$ cat src/pkg/sec_pkg.sv
package sec_pkg;
  // ----------------------------------------
  // register map
  // ----------------------------------------
  localparam logic [11:0] SEC_CMD_OFS = 12'h030;
  localparam logic [11:0] SEC_DATA_OFS = 12'h034;
  localparam int SEC_BUSY_BIT = 31;
  localparam int SEC_OP_HI = 30;
  localparam int SEC_OP_LO = 28;
  localparam int SEC_TOUT_BIT = 10;
  localparam int SEC_LOADED_BIT = 9;
  localparam int SEC_ADDR_HI = 8;
  localparam logic [8:0] SEC_ADDR_RST = 9'h000;
  localparam logic [7:0] SEC_DATA_RST = 8'h00;

  // ----------------------------------------
  // command codes
  // ----------------------------------------
  typedef enum logic [2:0] {
    SEC_OP_READ = 3'h0,
    SEC_OP_ERASE_WRITE_DISABLE = 3'h1,
    SEC_OP_ERASE_WRITE_ENABLE = 3'h2,
    SEC_OP_WRITE = 3'h3,
    SEC_OP_WRITE_ALL = 3'h4,
    SEC_OP_ERASE = 3'h5,
    SEC_OP_ERASE_ALL = 3'h6,
    SEC_OP_RELOAD = 3'h7
  } sec_op_e;

  typedef enum logic [3:0] {
    SEC_ST_IDLE = 4'h1,
    SEC_ST_SEND = 4'h2,
    SEC_ST_GAP = 4'h4,
    SEC_ST_POLL = 4'h8
  } sec_state_e;

  // ----------------------------------------
  // serial frame layout
  // ----------------------------------------
  localparam int SEC_FRAME_W = 20;
  localparam logic [4:0] SEC_HDR_BITS = 5'h0C;
  localparam logic [4:0] SEC_FULL_BITS = 5'h14;
  localparam logic [1:0] SEC_MW_READ = 2'h2;
  localparam logic [1:0] SEC_MW_WRITE = 2'h1;
  localparam logic [1:0] SEC_MW_ERASE = 2'h3;
  localparam logic [1:0] SEC_MW_EXT = 2'h0;
  localparam logic [1:0] SEC_EXT_ERASE_WRITE_ENABLE_OP = 2'h3;
  localparam logic [1:0] SEC_EXT_ERASE_WRITE_DISABLE_OP = 2'h0;
  localparam logic [1:0] SEC_EXT_WRITE_ALL_OP = 2'h1;
  localparam logic [1:0] SEC_EXT_ERASE_ALL_OP = 2'h2;
  localparam logic [7:0] SEC_SIG_BYTE = 8'hA5;
  localparam logic [8:0] SEC_LOAD_BYTES = 9'h010;

  // ----------------------------------------
  // timing
  // ----------------------------------------
  localparam int SEC_CLK_MHZ = 250;
  localparam int SEC_TIMEOUT_MS = 30;
  localparam int SEC_TIMEOUT_CYC = SEC_TIMEOUT_MS * 1000 * SEC_CLK_MHZ;
  localparam int SEC_SK_HALF_NS = 100;
  localparam int SEC_SK_HALF_CYC = (SEC_SK_HALF_NS * SEC_CLK_MHZ + 999) / 1000;
  localparam logic [7:0] SEC_SK_HALF_LAST = 8'(SEC_SK_HALF_CYC - 1);
endpackage : sec_pkg

$ cat src/core/sec_serial_shift.sv
`timescale 1ns/1ps
module sec_serial_shift import sec_pkg::*; (
  input wire logic clk,
  input wire logic rst,
  input wire logic start,
  input wire logic [4:0] nbits,
  input wire logic [SEC_FRAME_W-1:0] frame,
  input wire logic di,
  output logic sk,
  output logic dout,
  output logic done,
  output logic [7:0] rx
);
  logic [SEC_FRAME_W-1:0] shreg_r;
  logic [4:0] cnt_r;
  logic [7:0] half_r;
  logic active_r;
  logic sk_r;
  logic done_r;
  logic [7:0] rx_r;

  // ----------------------------------------
  // bit engine, msb first, sample on rising sk
  // ----------------------------------------
  always_ff @(posedge clk or posedge rst) begin
    if (rst) begin
      shreg_r <= '0;
      cnt_r <= 5'h00;
      half_r <= 8'h00;
      active_r <= 1'b0;
      sk_r <= 1'b0;
      done_r <= 1'b0;
      rx_r <= 8'h00;
    end else begin
      done_r <= 1'b0;
      if (start) begin
        shreg_r <= frame;
        cnt_r <= nbits;
        half_r <= 8'h00;
        active_r <= 1'b1;
        sk_r <= 1'b0;
      end else if (active_r) begin
        if (half_r == SEC_SK_HALF_LAST) begin
          half_r <= 8'h00;
          if (!sk_r) begin
            sk_r <= 1'b1;
            rx_r <= {rx_r[6:0], di};
          end else begin
            sk_r <= 1'b0;
            shreg_r <= {shreg_r[SEC_FRAME_W-2:0], 1'b0};
            cnt_r <= cnt_r - 5'h01;
            if (cnt_r == 5'h01) begin
              active_r <= 1'b0;
              done_r <= 1'b1;
            end
          end
        end else begin
          half_r <= half_r + 8'h01;
        end
      end
    end
  end

  assign sk = sk_r;
  assign dout = shreg_r[SEC_FRAME_W-1] & active_r;
  assign done = done_r;
  assign rx = rx_r;
endmodule : sec_serial_shift

$ cat src/core/sec_timeout_timer.sv
`timescale 1ns/1ps
module sec_timeout_timer #(
  parameter int CYCLES = 16
) (
  input wire logic clk,
  input wire logic rst,
  input wire logic run,
  output logic expire
);
  logic [31:0] cnt_r;
  logic expire_r;

  // ----------------------------------------
  // counts while running, restarts when idle
  // ----------------------------------------
  always_ff @(posedge clk or posedge rst) begin
    if (rst) begin
      cnt_r <= 32'h0000_0000;
      expire_r <= 1'b0;
    end else if (!run) begin
      cnt_r <= 32'h0000_0000;
      expire_r <= 1'b0;
    end else begin
      cnt_r <= cnt_r + 32'h0000_0001;
      expire_r <= (cnt_r == 32'(CYCLES - 2));
    end
  end

  assign expire = expire_r;
endmodule : sec_timeout_timer

$ cat src/core/sec_eeprom_cmd.sv
// Summary of operation
// - writing one to busy bit 31 runs the held opcode at the held address
// - busy stays one until the operation finishes or times out
// - a write with no memory and data input low keeps busy until timeout, then clears
// - busy is one after reset or USB reset until default load ends
// - opcode bits 30:28 decode read, disable, enable, write, write all, erase, erase all, reload
// - read fetches the addressed byte into the byte buffer
// - write stores the byte buffer at the addressed location
// - write all stores the byte buffer into every location
// - erase clears the addressed location
// - erase all starts a bulk erase of the memory
// - reload fails unless the first byte holds A5h
// - a failed reload leaves loaded contents untouched
// - no response within 30 ms ends the operation and sets flag bit 10
// - with data input high nothing times out; busy clears at sequence end
// - with data input low only erase and write opcodes time out
// - loaded flag bit 9 sets after a good load; write one clears it
// - address bits 8:0 select the location; reset value zero
// - byte buffer holds the 8-bit read or write byte in bits 7:0
`timescale 1ns/1ps
module sec_eeprom_cmd import sec_pkg::*; #(
  parameter int TIMEOUT_CYCLES = SEC_TIMEOUT_CYC
) (
  input wire logic MCLK,
  input wire logic RST,
  input wire logic USB_RST,
  input wire logic [11:0] REG_ADDR,
  input wire logic [31:0] REG_WDATA,
  input wire logic REG_WR,
  input wire logic REG_RD,
  output logic [31:0] REG_RDATA,
  output logic EE_CS,
  output logic EE_SK,
  output logic EE_DO,
  input wire logic EE_DI,
  output logic CFG_LOAD_VALID,
  output logic [8:0] CFG_LOAD_ADDR,
  output logic [7:0] CFG_LOAD_DATA
);
  sec_state_e state_r;
  sec_op_e op_r;
  logic busy_r;
  logic [8:0] addr_r;
  logic [7:0] data_r;
  logic tout_r;
  logic loaded_r;
  logic load_pend_r;
  logic loading_r;
  logic [8:0] load_idx_r;
  logic poll_next_r;
  logic [7:0] gap_r;
  logic cs_r;
  logic shift_start_r;
  logic [31:0] rdata_r;
  logic cfg_valid_r;
  logic [8:0] cfg_addr_r;
  logic [7:0] cfg_data_r;
  logic cmd_wr;
  logic data_wr;
  logic sh_done;
  logic [7:0] sh_rx;
  logic tmr_expire;
  logic timeout_evt;
  logic sh_done_evt;
  logic load_byte_evt;
  logic sig_bad;
  logic load_ok_evt;
  logic read_done_evt;
  logic op_polls;
  logic [SEC_FRAME_W-1:0] frame;
  logic [4:0] nbits;

  // ----------------------------------------
  // frame builder
  // ----------------------------------------
  function automatic logic [SEC_FRAME_W-1:0] frame_f(sec_op_e op, logic [8:0] a, logic [7:0] d);
    logic [SEC_FRAME_W-1:0] f;
    case (op)
      SEC_OP_ERASE_WRITE_DISABLE: f = {1'b1, SEC_MW_EXT, SEC_EXT_ERASE_WRITE_DISABLE_OP, 7'h00, 8'h00};
      SEC_OP_ERASE_WRITE_ENABLE: f = {1'b1, SEC_MW_EXT, SEC_EXT_ERASE_WRITE_ENABLE_OP, 7'h00, 8'h00};
      SEC_OP_WRITE: f = {1'b1, SEC_MW_WRITE, a, d};
      SEC_OP_WRITE_ALL: f = {1'b1, SEC_MW_EXT, SEC_EXT_WRITE_ALL_OP, 7'h00, d};
      SEC_OP_ERASE: f = {1'b1, SEC_MW_ERASE, a, 8'h00};
      SEC_OP_ERASE_ALL: f = {1'b1, SEC_MW_EXT, SEC_EXT_ERASE_ALL_OP, 7'h00, 8'h00};
      default: f = {1'b1, SEC_MW_READ, a, 8'h00};
    endcase
    return f;
  endfunction : frame_f

  assign op_polls = !loading_r && (op_r == SEC_OP_WRITE || op_r == SEC_OP_WRITE_ALL ||
                    op_r == SEC_OP_ERASE || op_r == SEC_OP_ERASE_ALL);
  assign frame = loading_r ? frame_f(SEC_OP_READ, load_idx_r, 8'h00) : frame_f(op_r, addr_r, data_r);
  assign nbits = (loading_r || op_r == SEC_OP_READ || op_r == SEC_OP_WRITE || op_r == SEC_OP_WRITE_ALL) ?
                 SEC_FULL_BITS : SEC_HDR_BITS;

  // ----------------------------------------
  // serial engine and timer
  // ----------------------------------------
  sec_serial_shift u_shift (
    .clk(MCLK),
    .rst(RST),
    .start(shift_start_r),
    .nbits(nbits),
    .frame(frame),
    .di(EE_DI),
    .sk(EE_SK),
    .dout(EE_DO),
    .done(sh_done),
    .rx(sh_rx)
  );

  sec_timeout_timer #(
    .CYCLES(TIMEOUT_CYCLES)
  ) u_timer (
    .clk(MCLK),
    .rst(RST),
    .run(state_r != SEC_ST_IDLE),
    .expire(tmr_expire)
  );

  // ----------------------------------------
  // events
  // ----------------------------------------
  assign cmd_wr = REG_WR && (REG_ADDR == SEC_CMD_OFS);
  assign data_wr = REG_WR && (REG_ADDR == SEC_DATA_OFS);
  assign timeout_evt = (state_r != SEC_ST_IDLE) && tmr_expire && !USB_RST;
  assign sh_done_evt = (state_r == SEC_ST_SEND) && sh_done && !tmr_expire && !USB_RST;
  assign load_byte_evt = sh_done_evt && loading_r;
  assign sig_bad = load_byte_evt && (load_idx_r == 9'h000) && (sh_rx != SEC_SIG_BYTE);
  assign load_ok_evt = load_byte_evt && (load_idx_r == SEC_LOAD_BYTES - 9'h001);
  assign read_done_evt = sh_done_evt && !loading_r && (op_r == SEC_OP_READ);

  // ----------------------------------------
  // sequencer
  // ----------------------------------------
  always_ff @(posedge MCLK or posedge RST) begin
    if (RST) begin
      state_r <= SEC_ST_IDLE;
      busy_r <= 1'b1;
      load_pend_r <= 1'b1;
      loading_r <= 1'b0;
      load_idx_r <= 9'h000;
      poll_next_r <= 1'b0;
      gap_r <= 8'h00;
      cs_r <= 1'b0;
      shift_start_r <= 1'b0;
    end else begin
      shift_start_r <= 1'b0;
      if (USB_RST) begin
        state_r <= SEC_ST_IDLE;
        busy_r <= 1'b1;
        load_pend_r <= 1'b1;
        loading_r <= 1'b0;
        cs_r <= 1'b0;
      end else if (timeout_evt) begin
        state_r <= SEC_ST_IDLE;
        busy_r <= 1'b0;
        loading_r <= 1'b0;
        cs_r <= 1'b0;
      end else begin
        case (state_r)
          SEC_ST_IDLE: begin
            if (busy_r) begin
              state_r <= SEC_ST_SEND;
              cs_r <= 1'b1;
              shift_start_r <= 1'b1;
              if (load_pend_r || op_r == SEC_OP_RELOAD) begin
                loading_r <= 1'b1;
                load_idx_r <= 9'h000;
                load_pend_r <= 1'b0;
              end
            end else if (cmd_wr && REG_WDATA[SEC_BUSY_BIT]) begin
              busy_r <= 1'b1;
            end
          end
          SEC_ST_SEND: begin
            if (sh_done) begin
              cs_r <= 1'b0;
              gap_r <= 8'h00;
              if (op_polls) begin
                state_r <= SEC_ST_GAP;
                poll_next_r <= 1'b1;
              end else if (loading_r && !sig_bad && !load_ok_evt) begin
                state_r <= SEC_ST_GAP;
                poll_next_r <= 1'b0;
                load_idx_r <= load_idx_r + 9'h001;
              end else begin
                state_r <= SEC_ST_IDLE;
                busy_r <= 1'b0;
                loading_r <= 1'b0;
              end
            end
          end
          SEC_ST_GAP: begin
            if (gap_r == SEC_SK_HALF_LAST) begin
              cs_r <= 1'b1;
              if (poll_next_r) begin
                state_r <= SEC_ST_POLL;
              end else begin
                state_r <= SEC_ST_SEND;
                shift_start_r <= 1'b1;
              end
            end else begin
              gap_r <= gap_r + 8'h01;
            end
          end
          SEC_ST_POLL: begin
            if (EE_DI) begin
              state_r <= SEC_ST_IDLE;
              busy_r <= 1'b0;
              cs_r <= 1'b0;
            end
          end
          default: begin
            state_r <= SEC_ST_IDLE;
            busy_r <= 1'b0;
            cs_r <= 1'b0;
          end
        endcase
      end
    end
  end

  // ----------------------------------------
  // command fields and byte buffer
  // ----------------------------------------
  always_ff @(posedge MCLK or posedge RST) begin
    if (RST) begin
      op_r <= SEC_OP_READ;
      addr_r <= SEC_ADDR_RST;
    end else if (cmd_wr && !busy_r) begin
      op_r <= sec_op_e'(REG_WDATA[SEC_OP_HI:SEC_OP_LO]);
      addr_r <= REG_WDATA[SEC_ADDR_HI:0];
    end
  end

  always_ff @(posedge MCLK or posedge RST) begin
    if (RST) begin
      data_r <= SEC_DATA_RST;
    end else if (read_done_evt) begin
      data_r <= sh_rx;
    end else if (data_wr && !busy_r) begin
      data_r <= REG_WDATA[7:0];
    end
  end

  // ----------------------------------------
  // status flags, set wins over clear
  // ----------------------------------------
  always_ff @(posedge MCLK or posedge RST) begin
    if (RST) begin
      tout_r <= 1'b0;
      loaded_r <= 1'b0;
    end else begin
      if (timeout_evt) begin
        tout_r <= 1'b1;
      end else if (cmd_wr && REG_WDATA[SEC_TOUT_BIT]) begin
        tout_r <= 1'b0;
      end
      if (load_ok_evt) begin
        loaded_r <= 1'b1;
      end else if (cmd_wr && REG_WDATA[SEC_LOADED_BIT]) begin
        loaded_r <= 1'b0;
      end
    end
  end

  // ----------------------------------------
  // configuration load output
  // ----------------------------------------
  always_ff @(posedge MCLK or posedge RST) begin
    if (RST) begin
      cfg_valid_r <= 1'b0;
      cfg_addr_r <= 9'h000;
      cfg_data_r <= 8'h00;
    end else begin
      cfg_valid_r <= load_byte_evt && (load_idx_r != 9'h000);
      if (load_byte_evt) begin
        cfg_addr_r <= load_idx_r;
        cfg_data_r <= sh_rx;
      end
    end
  end

  // ----------------------------------------
  // register read
  // ----------------------------------------
  always_ff @(posedge MCLK or posedge RST) begin
    if (RST) begin
      rdata_r <= 32'h0000_0000;
    end else if (REG_RD && REG_ADDR == SEC_CMD_OFS) begin
      rdata_r <= {busy_r, op_r, 17'h00000, tout_r, loaded_r, addr_r};
    end else if (REG_RD && REG_ADDR == SEC_DATA_OFS) begin
      rdata_r <= {24'h000000, data_r};
    end else begin
      rdata_r <= 32'h0000_0000;
    end
  end

  assign REG_RDATA = rdata_r;
  assign EE_CS = cs_r;
  assign CFG_LOAD_VALID = cfg_valid_r;
  assign CFG_LOAD_ADDR = cfg_addr_r;
  assign CFG_LOAD_DATA = cfg_data_r;

  // ----------------------------------------
  // checks
  // ----------------------------------------
  AST_GO_START: assert property (@(posedge MCLK) disable iff (RST)
    state_r == SEC_ST_IDLE && busy_r && !USB_RST |=> state_r == SEC_ST_SEND ##1 shift_start_r == 1'b0)
    else $error("busy command did not start");
  AST_BUSY_HOLD: assert property (@(posedge MCLK) disable iff (RST)
    state_r != SEC_ST_IDLE |-> busy_r)
    else $error("busy low while running");
  AST_TOUT_END: assert property (@(posedge MCLK) disable iff (RST)
    timeout_evt |=> tout_r && !busy_r && state_r == SEC_ST_IDLE && !EE_CS)
    else $error("timeout did not end operation");
  AST_RESET_BUSY: assert property (@(posedge MCLK) disable iff (RST)
    $past(USB_RST) && !USB_RST |-> busy_r && state_r == SEC_ST_IDLE ##1 state_r == SEC_ST_SEND && loading_r)
    else $error("reset did not start default load");
  AST_READ_DATA: assert property (@(posedge MCLK) disable iff (RST)
    read_done_evt |=> data_r == $past(sh_rx) && !busy_r)
    else $error("read byte not captured");
  AST_SIG_FAIL: assert property (@(posedge MCLK) disable iff (RST)
    sig_bad |=> !CFG_LOAD_VALID && state_r == SEC_ST_IDLE && $stable(loaded_r) && !loading_r)
    else $error("bad signature not refused");
  AST_POLL_END: assert property (@(posedge MCLK) disable iff (RST)
    state_r == SEC_ST_POLL && EE_DI && !tmr_expire && !USB_RST |=> state_r == SEC_ST_IDLE && !busy_r)
    else $error("ready memory did not end busy");
  AST_POLL_OPS: assert property (@(posedge MCLK) disable iff (RST)
    state_r == SEC_ST_POLL |-> op_polls && $past(state_r) inside {SEC_ST_GAP, SEC_ST_POLL})
    else $error("non erase or write opcode polling");
  AST_LOADED_SET: assert property (@(posedge MCLK) disable iff (RST)
    load_ok_evt |=> loaded_r && !busy_r)
    else $error("loaded flag not set");
endmodule : sec_eeprom_cmd

$ cat config.mk
export PLATFORM = sky130hd
export DESIGN_NAME = sec_eeprom_cmd
export DESIGN_NICKNAME = d
export VERILOG_FILES = /design/src/pkg/sec_pkg.sv /design/src/core/sec_serial_shift.sv /design/src/core/sec_timeout_timer.sv /design/src/core/sec_eeprom_cmd.sv
export SDC_FILE = /design/constraint.sdc
export NUM_CORES = 1
export LEC_CHECK = 0
export BUFFER_PORTS_ARGS = -buffer_cell sky130_fd_sc_hd__buf_2
export CELL_PAD_IN_SITES_DETAIL_PLACEMENT = 1
export CELL_PAD_IN_SITES_GLOBAL_PLACEMENT = 2
export CORE_UTILIZATION = 37
export CTS_CLUSTER_DIAMETER = 40
export DETAILED_ROUTE_END_ITERATION = 12
export GPL_TIMING_DRIVEN = 0
export PLACE_DENSITY_LB_ADDON = 0.1
export SLEW_MARGIN = 20
export SYNTH_ARGS = -nofsm -noshare
export SYNTH_HDL_FRONTEND = slang
export SYNTH_SLANG_ARGS = --single-unit
export TNS_END_PERCENT = 100
$ cat constraint.sdc
create_clock -name MCLK -period 5.6 [get_ports MCLK]
set_input_delay 0.84 -clock MCLK [delete_from_list [all_inputs] [get_ports MCLK]]
set_output_delay 0.84 -clock MCLK [all_outputs]
set_load 0.1 [all_outputs]
==> flow_summary.ini, run 1 <==
[run]
drv_cap = 0

[sta]
slew_headroom_pct = 45.2
fmax_mhz = 377
tightest_slew_ps = 810
period_share_pct = 47.4
fin_crit_ps = 2650
setup_violations = 0
hold_viol_final = 0
slew_violations = 0
tns_ps = 0
finClkSkew_ps = 11.1
rsz0062_at_grt = false

[routing]
viasPerCell = 5.27
routed_wirelength_mm = 22.0
dr.pass1.iters = 4
antenna_left = 0
route.detailed.drc = 0
wl_per_cell_um = 18.4
vias = 6300
drt_iter0_drc = 374

[worst_setup_path]
crit_chain = buf_2, or4b_1, a21oi_1, nand3_1, nor2_1, a31oi_1
required_ps = 5890
crit_path_end_kind = register
crit_path_max_fanout = 9
worst_path_max_delay_cell = dfstp_2
crit_family = simple AND/OR/NAND/NOR gates
worst_path_largest_cell_delay_ps = 510
worst-path-buf-inv = 1
cp_data_arrival_time_ps = 2940
path_class = reg -> reg
critPathLaunchType = register

[placed_design]
gp_congestion = 0.799
post-dp-hpwl_mm = 16.0
portBuffers = 68
dpl.cell_count = 1163

[layout]
drive_gt1_share_pct = 19.9
fin_cells = 1195
finalNetCount = 967
antenna_cells = 0
syn_to_final_growth_pct = 17.4

[synthesis]
synth.area.top_cells = dfrtp_1 49%, nand2_1 4.2%, nor2_1 4.0%, mux2i_1 3.5%, mux2_2 3.4%
ys_seq_area_share_pct = 50.0
yosysWarningCount = 0
synth-edff-count = 0
yosysMostFrequentCell = dfrtp_1
yosysTopAreaCellShare_pct = 49.0
synth.distinct_cells = 70
synth_ff_type = dfrtp_1
ys_top_cells_by_count = 156 x dfrtp_1, 89 x nand2_1, 84 x nor2_1, 36 x o21ai_0, 35 x a21oi_1
synth_top_area_cell = dfrtp_1
synth_area_mm2 = 0.00797
async_flop_share_pct = 100
yosys_register_bits = 159
syn-instance-count = 803
avgSynthCellArea_um2 = 9.93

[power]
p_per_area_mw_per_mm2 = 348
power_frac_seq_pct = 40.8
combPwrFrac_pct = 22.0
leakagePower_nw = 4.37
peakVddDrop_uv = 211
p_switching_mw = 1.10
switching_share_pct = 33.8
p_clk_share_pct = 37.2
internal_power_mw = 2.16

[clocking]
postCtsSetupBuffers = 0
cts_hold_buf = 0
cts_buffer_depth = 2
cts_tree = built
cts_resized = 0
clk_latency_ps = 430
path_clk_slew_ps = 70
cts_num_sinks = 159
cts_buffers = 17
cts_root_buffer = clkbuf_16
htreeDepth = 4

[die]
die_area_mm2 = 0.0221
fp-row-count = 53
dieWidth_um = 149
core_area_mm2 = 0.0211
fp.dieH_um = 149
pin_count = 103
start_util_pct = 37.8

[global_routing]
grt_pass1_wl_mm = 36.1
grt_max_degree = 98
grt_pass1_vias = 6459
grt_overflow = 0
grt_use_total_pct = 21.0
antenna_found_initial = 0

[worst_hold_path]
hp-class = reg -> reg

[run_status]
status = complete, no violations
-- tightest hold or removal path: stages, from the launching register on --
cell and delay, ps:
dfrtp_1 340, nand2_1 50, nand2_1 50
-- metal layers --
| metal | global-route usage, % | part of all wire (%) | vias to the layer above |
|---|---|---|---|
| li1 | - | - | 3009 |
| met1 | 29.8 | 49 | 3187 |
| met2 | 33.2 | 47 | 84 |
| met3 | 3.79 | 2.6 | 20 |
| met4 | 5.31 | 1.4 | 0 |
| met5 | 0 | 0 | - |
-- final timing paths --
| check | cells past startpoint | start | slack, ps | to |
|---|---|---|---|---|
| max | 6 | state_r[0] | 2950 | load_idx_r[4] |
| min in group asynchronous | 2 | RST | 500 | u_shift.half_r[7] |
| max in group asynchronous | 3 | RST | 4300 | busy_r |
| max reg2reg | 6 | state_r[0] | 2950 | load_idx_r[4] |
| min reg2reg | 2 | CFG_LOAD_DATA[1] | 470 | CFG_LOAD_DATA[1] |
| min | 2 | CFG_LOAD_DATA[1] | 470 | CFG_LOAD_DATA[1] |
-- per-stage QoR --
step                power [mW]  util [%]  hold WS, ps  instance area (um^2)  worst slack (ps)
floorplan                 1.86         -          441                  8030               473
global placement          2.04      41.3          449                  8710             -1530
detailed placement        2.07      41.5          457                  8750              2560
CTS                       3.30      44.4          472                  9360              2940
global route              3.42      44.4          493                  9360              2790
finish                    3.26      44.4          468                  9360              2950
-- logic make-up after synthesis --
kind of cell	Yosys count	synth area share [%]
compound gates	144	11.5
xor+xnor	40	4.40
fa+ha+maj	10	1.57
buf+inv	77	4.85
flops	159	50.0
mux	52	6.91
other cells	1	0.0471
simple gates	320	20.8
-- cell usage in the layout, fill, tap and decap left out, drive strengths merged, types with 9 or more instances in the layout --
| cell type | n |
|---|---|
| ha | 10 |
| and2 | 9 |
| inv | 26 |
| nor4 | 14 |
| nor3 | 20 |
| buf | 106 |
| mux2 | 24 |
| a211oi | 12 |
| a31oi | 9 |
| xnor2 | 21 |
| conb | 17 |
| nand3 | 27 |
| a21oi | 35 |
| and3 | 15 |
| dfrtp | 156 |
| nand4 | 13 |
| xor2 | 19 |
| nor2 | 87 |
| o21ai | 38 |
| mux2i | 28 |
| nand2 | 90 |
| clkbuf | 38 |
-- final cells by class --
cell class / instances / area [um^2]
well taps: 275 / 344
multi-input cells: 583 / 3660
clock buffers: 19 / 453
fillers: 2396 / 11700
flip-flops and latches: 159 / 3980
plain buffers: 56 / 308
repair buffers: 69 / 368
inverters: 21 / 86.3
clock inverters: 13 / 154
-- flip-flops by register name, indices dropped and copies added (netlist names), 5 cells and up --
signal           count
u_shift.half_r       8
addr_r               9
u_shift.cnt_r        5
u_shift.shreg_r     20
load_idx_r           9
REG_RDATA           15
u_shift.rx           8
CFG_LOAD_DATA        8
CFG_LOAD_ADDR        9
gap_r                8
data_r               8
u_timer.cnt_r       32
-- power groups by stage --
stage	combinational (mW)	clock, mW	sequential, mW
after floorplan	0.495	0	1.36
after global placement	0.694	0	1.35
after detailed placement	0.718	0	1.35
after CTS	0.721	1.24	1.33
after global routing	0.799	1.28	1.35
final	0.715	1.21	1.33
No activity file was read; power rests on OpenSTA's default activity.
==> run 2, diff against run 1 <==
clock period = 2.5 ns   (was 5.6 ns; I/O delays follow)
==> run 2 against run 1 <==
  * Sequential power rose by 120%
  * Final area increased by 0.51%
  * Worst hold slack worse by 270 ps
  * Sequential share of layout area shrank 0.22 points
  * Die area unchanged
  * Combinational power is 130% higher
  * Largest cell class unchanged
==> flow_summary.ini, run 2 (same netlist as run 1, synthesis figures left out) <==
[clocking]
cts_num_sinks = 159
cts_root_buffer = clkbuf_16
cts_tree = built
cts_buffers = 17
htreeDepth = 4
cts_buffer_depth = 2
path_clk_slew_ps = 70
postCtsSetupBuffers = 0
clk_latency_ps = 430

[die]
fp.dieH_um = 149
start_util_pct = 37.8
pin_count = 103
fp-row-count = 53
die_area_mm2 = 0.0221
core_area_mm2 = 0.0211
dieWidth_um = 149

[worst_setup_path]
crit_chain = buf_2, or4b_1, a21oi_2, nand3_1, nor2_4, a31oi_1
worst_path_largest_cell_delay_ps = 520
crit_family = simple AND/OR/NAND/NOR gates
worst_path_max_delay_cell = or4b_1
critPathLaunchType = register
cp_data_arrival_time_ps = 2670
path_class = reg -> reg
crit_path_max_fanout = 9
required_ps = 2790
worst-path-buf-inv = 1
crit_path_end_kind = register

[sta]
fmax_mhz = 421
finClkSkew_ps = 14.8
rsz0062_at_grt = true
setup_slack_ps = 123
tns_ps = 0
tightest_slew_ps = 801
fin_crit_ps = 2380
slew_violations = 0
hold_viol_final = 0
period_share_pct = 95.1
slew_headroom_pct = 46.1
setup_violations = 0

[routing]
route.detailed.drc = 0
viasPerCell = 5.25
vias = 6300
dr.pass1.iters = 4
drt_iter0_drc = 367
wl_per_cell_um = 18.4
routed_wirelength_mm = 22.0
antenna_left = 0

[run]
drv_cap = 0

[layout]
finalNetCount = 972
fillCellCount = 2394
seq_area_mm2 = 0.00398
most-common-layout-cells = 156 x dfrtp_1, 89 x nand2_1, 85 x buf_2
fin_cells = 1199
syn_to_final_growth_pct = 18.0
final_common_cell = dfrtp_1
drive_gt1_share_pct = 20.6
largest_reg_flops = 32
antenna_cells = 0
multi_input_area_mm2 = 0.00369
largest_register = u_timer.cnt_r
final_area_mm2 = 0.00940

[placed_design]
portBuffers = 68
post-dp-hpwl_mm = 16.5
pre_cts_ws_ps = -198
gp_congestion = 0.797
dpl.cell_count = 1167
placedInstanceArea_mm2 = 0.00883

[global_routing]
grt_pass1_wl_mm = 36.5
antenna_found_initial = 0
grt_overflow = 0
grt_use_total_pct = 21.3
grt_pass1_vias = 6781
grt_max_degree = 35

[worst_hold_path]
hp-class = in -> reg

[power]
p_total_mw = 7.07
peakVddDrop_uv = 385
leakagePower_nw = 4.38
p_per_area_mw_per_mm2 = 752

[run_status]
status = complete, no violations
## run 2: changes by cell type in the layout (fill, tap and decap cells not counted), sizes merged
| cell | change |
|---|---|
| clkinv | +1 |
| clkinvlp | +2 |
| bufinv | -2 |
| buf | +4 |
| clkbuf | -2 |
| dlygate4sd3 | +1 |
## run 2: path summary, 6_finish.rpt
check | start | end | slack (ps) | depth (start not counted)
worst min register to register | CFG_LOAD_DATA[5] | CFG_LOAD_DATA[5] | 470 | 2
min in group asynchronous | RST | u_shift.half_r[7] | 530 | 3
max in group asynchronous | RST | u_shift.rx[1] | 1040 | 6
worst max register to register | state_r[0] | load_idx_r[6] | 120 | 6
worst min-delay path | REG_WDATA[3] | addr_r[3] | 190 | 2
worst max-delay path | state_r[0] | load_idx_r[6] | 120 | 6
## run 2: metal layers
layer,global-route usage (%),up-vias,part of all wire [%]
met4,5.26,0,0.96
met1,29.3,3198,48
met5,0,-,0
met3,3.58,16,2.6
li1,-,3023,-
met2,34.9,63,48
## run 2: metrics by stage
step | utilization [%] | hold slack, ps
2_1_floorplan | - | 441
3_5_place_dp | 41.9 | 448
4_1_cts | 44.6 | 173
3_3_place_gp | 41.3 | 449
5_1_grt | 44.6 | 187
6_report | 44.6 | 194
## run 2: area by class of cell
cell class	count	share of cell area [%]
clock buffer	17	4.52
clock inverter	14	1.18
multi-input combinational	583	39.3
timing repair buffer	74	4.87
buffer	56	3.27
sequential	159	42.3
tap	275	3.66
inverter	21	0.878
## run 2: worst reg2reg max path, stage by stage, from the launching register on
cell and delay (ps):
dfstp_2 510, buf_2 210, or4b_1 530, a21oi_2 310, nand3_1 320, nor2_4 250
a31oi_1 130
## run 2: repair_timing
action                                  in CTS  in global routing
hold endpoints to repair                    17                  0
resized for setup                            6                  2
hold buffers                                 1                  0
endpoints found under the setup margin       9                 11
pin swaps                                    0                  0
## run 2: power by group
group	internal, mW	leakage (nW)	switching, mW
logic	0.524	1.97	1.12
clock network	1.28	0.251	1.16
registers	2.79	2.15	0.195
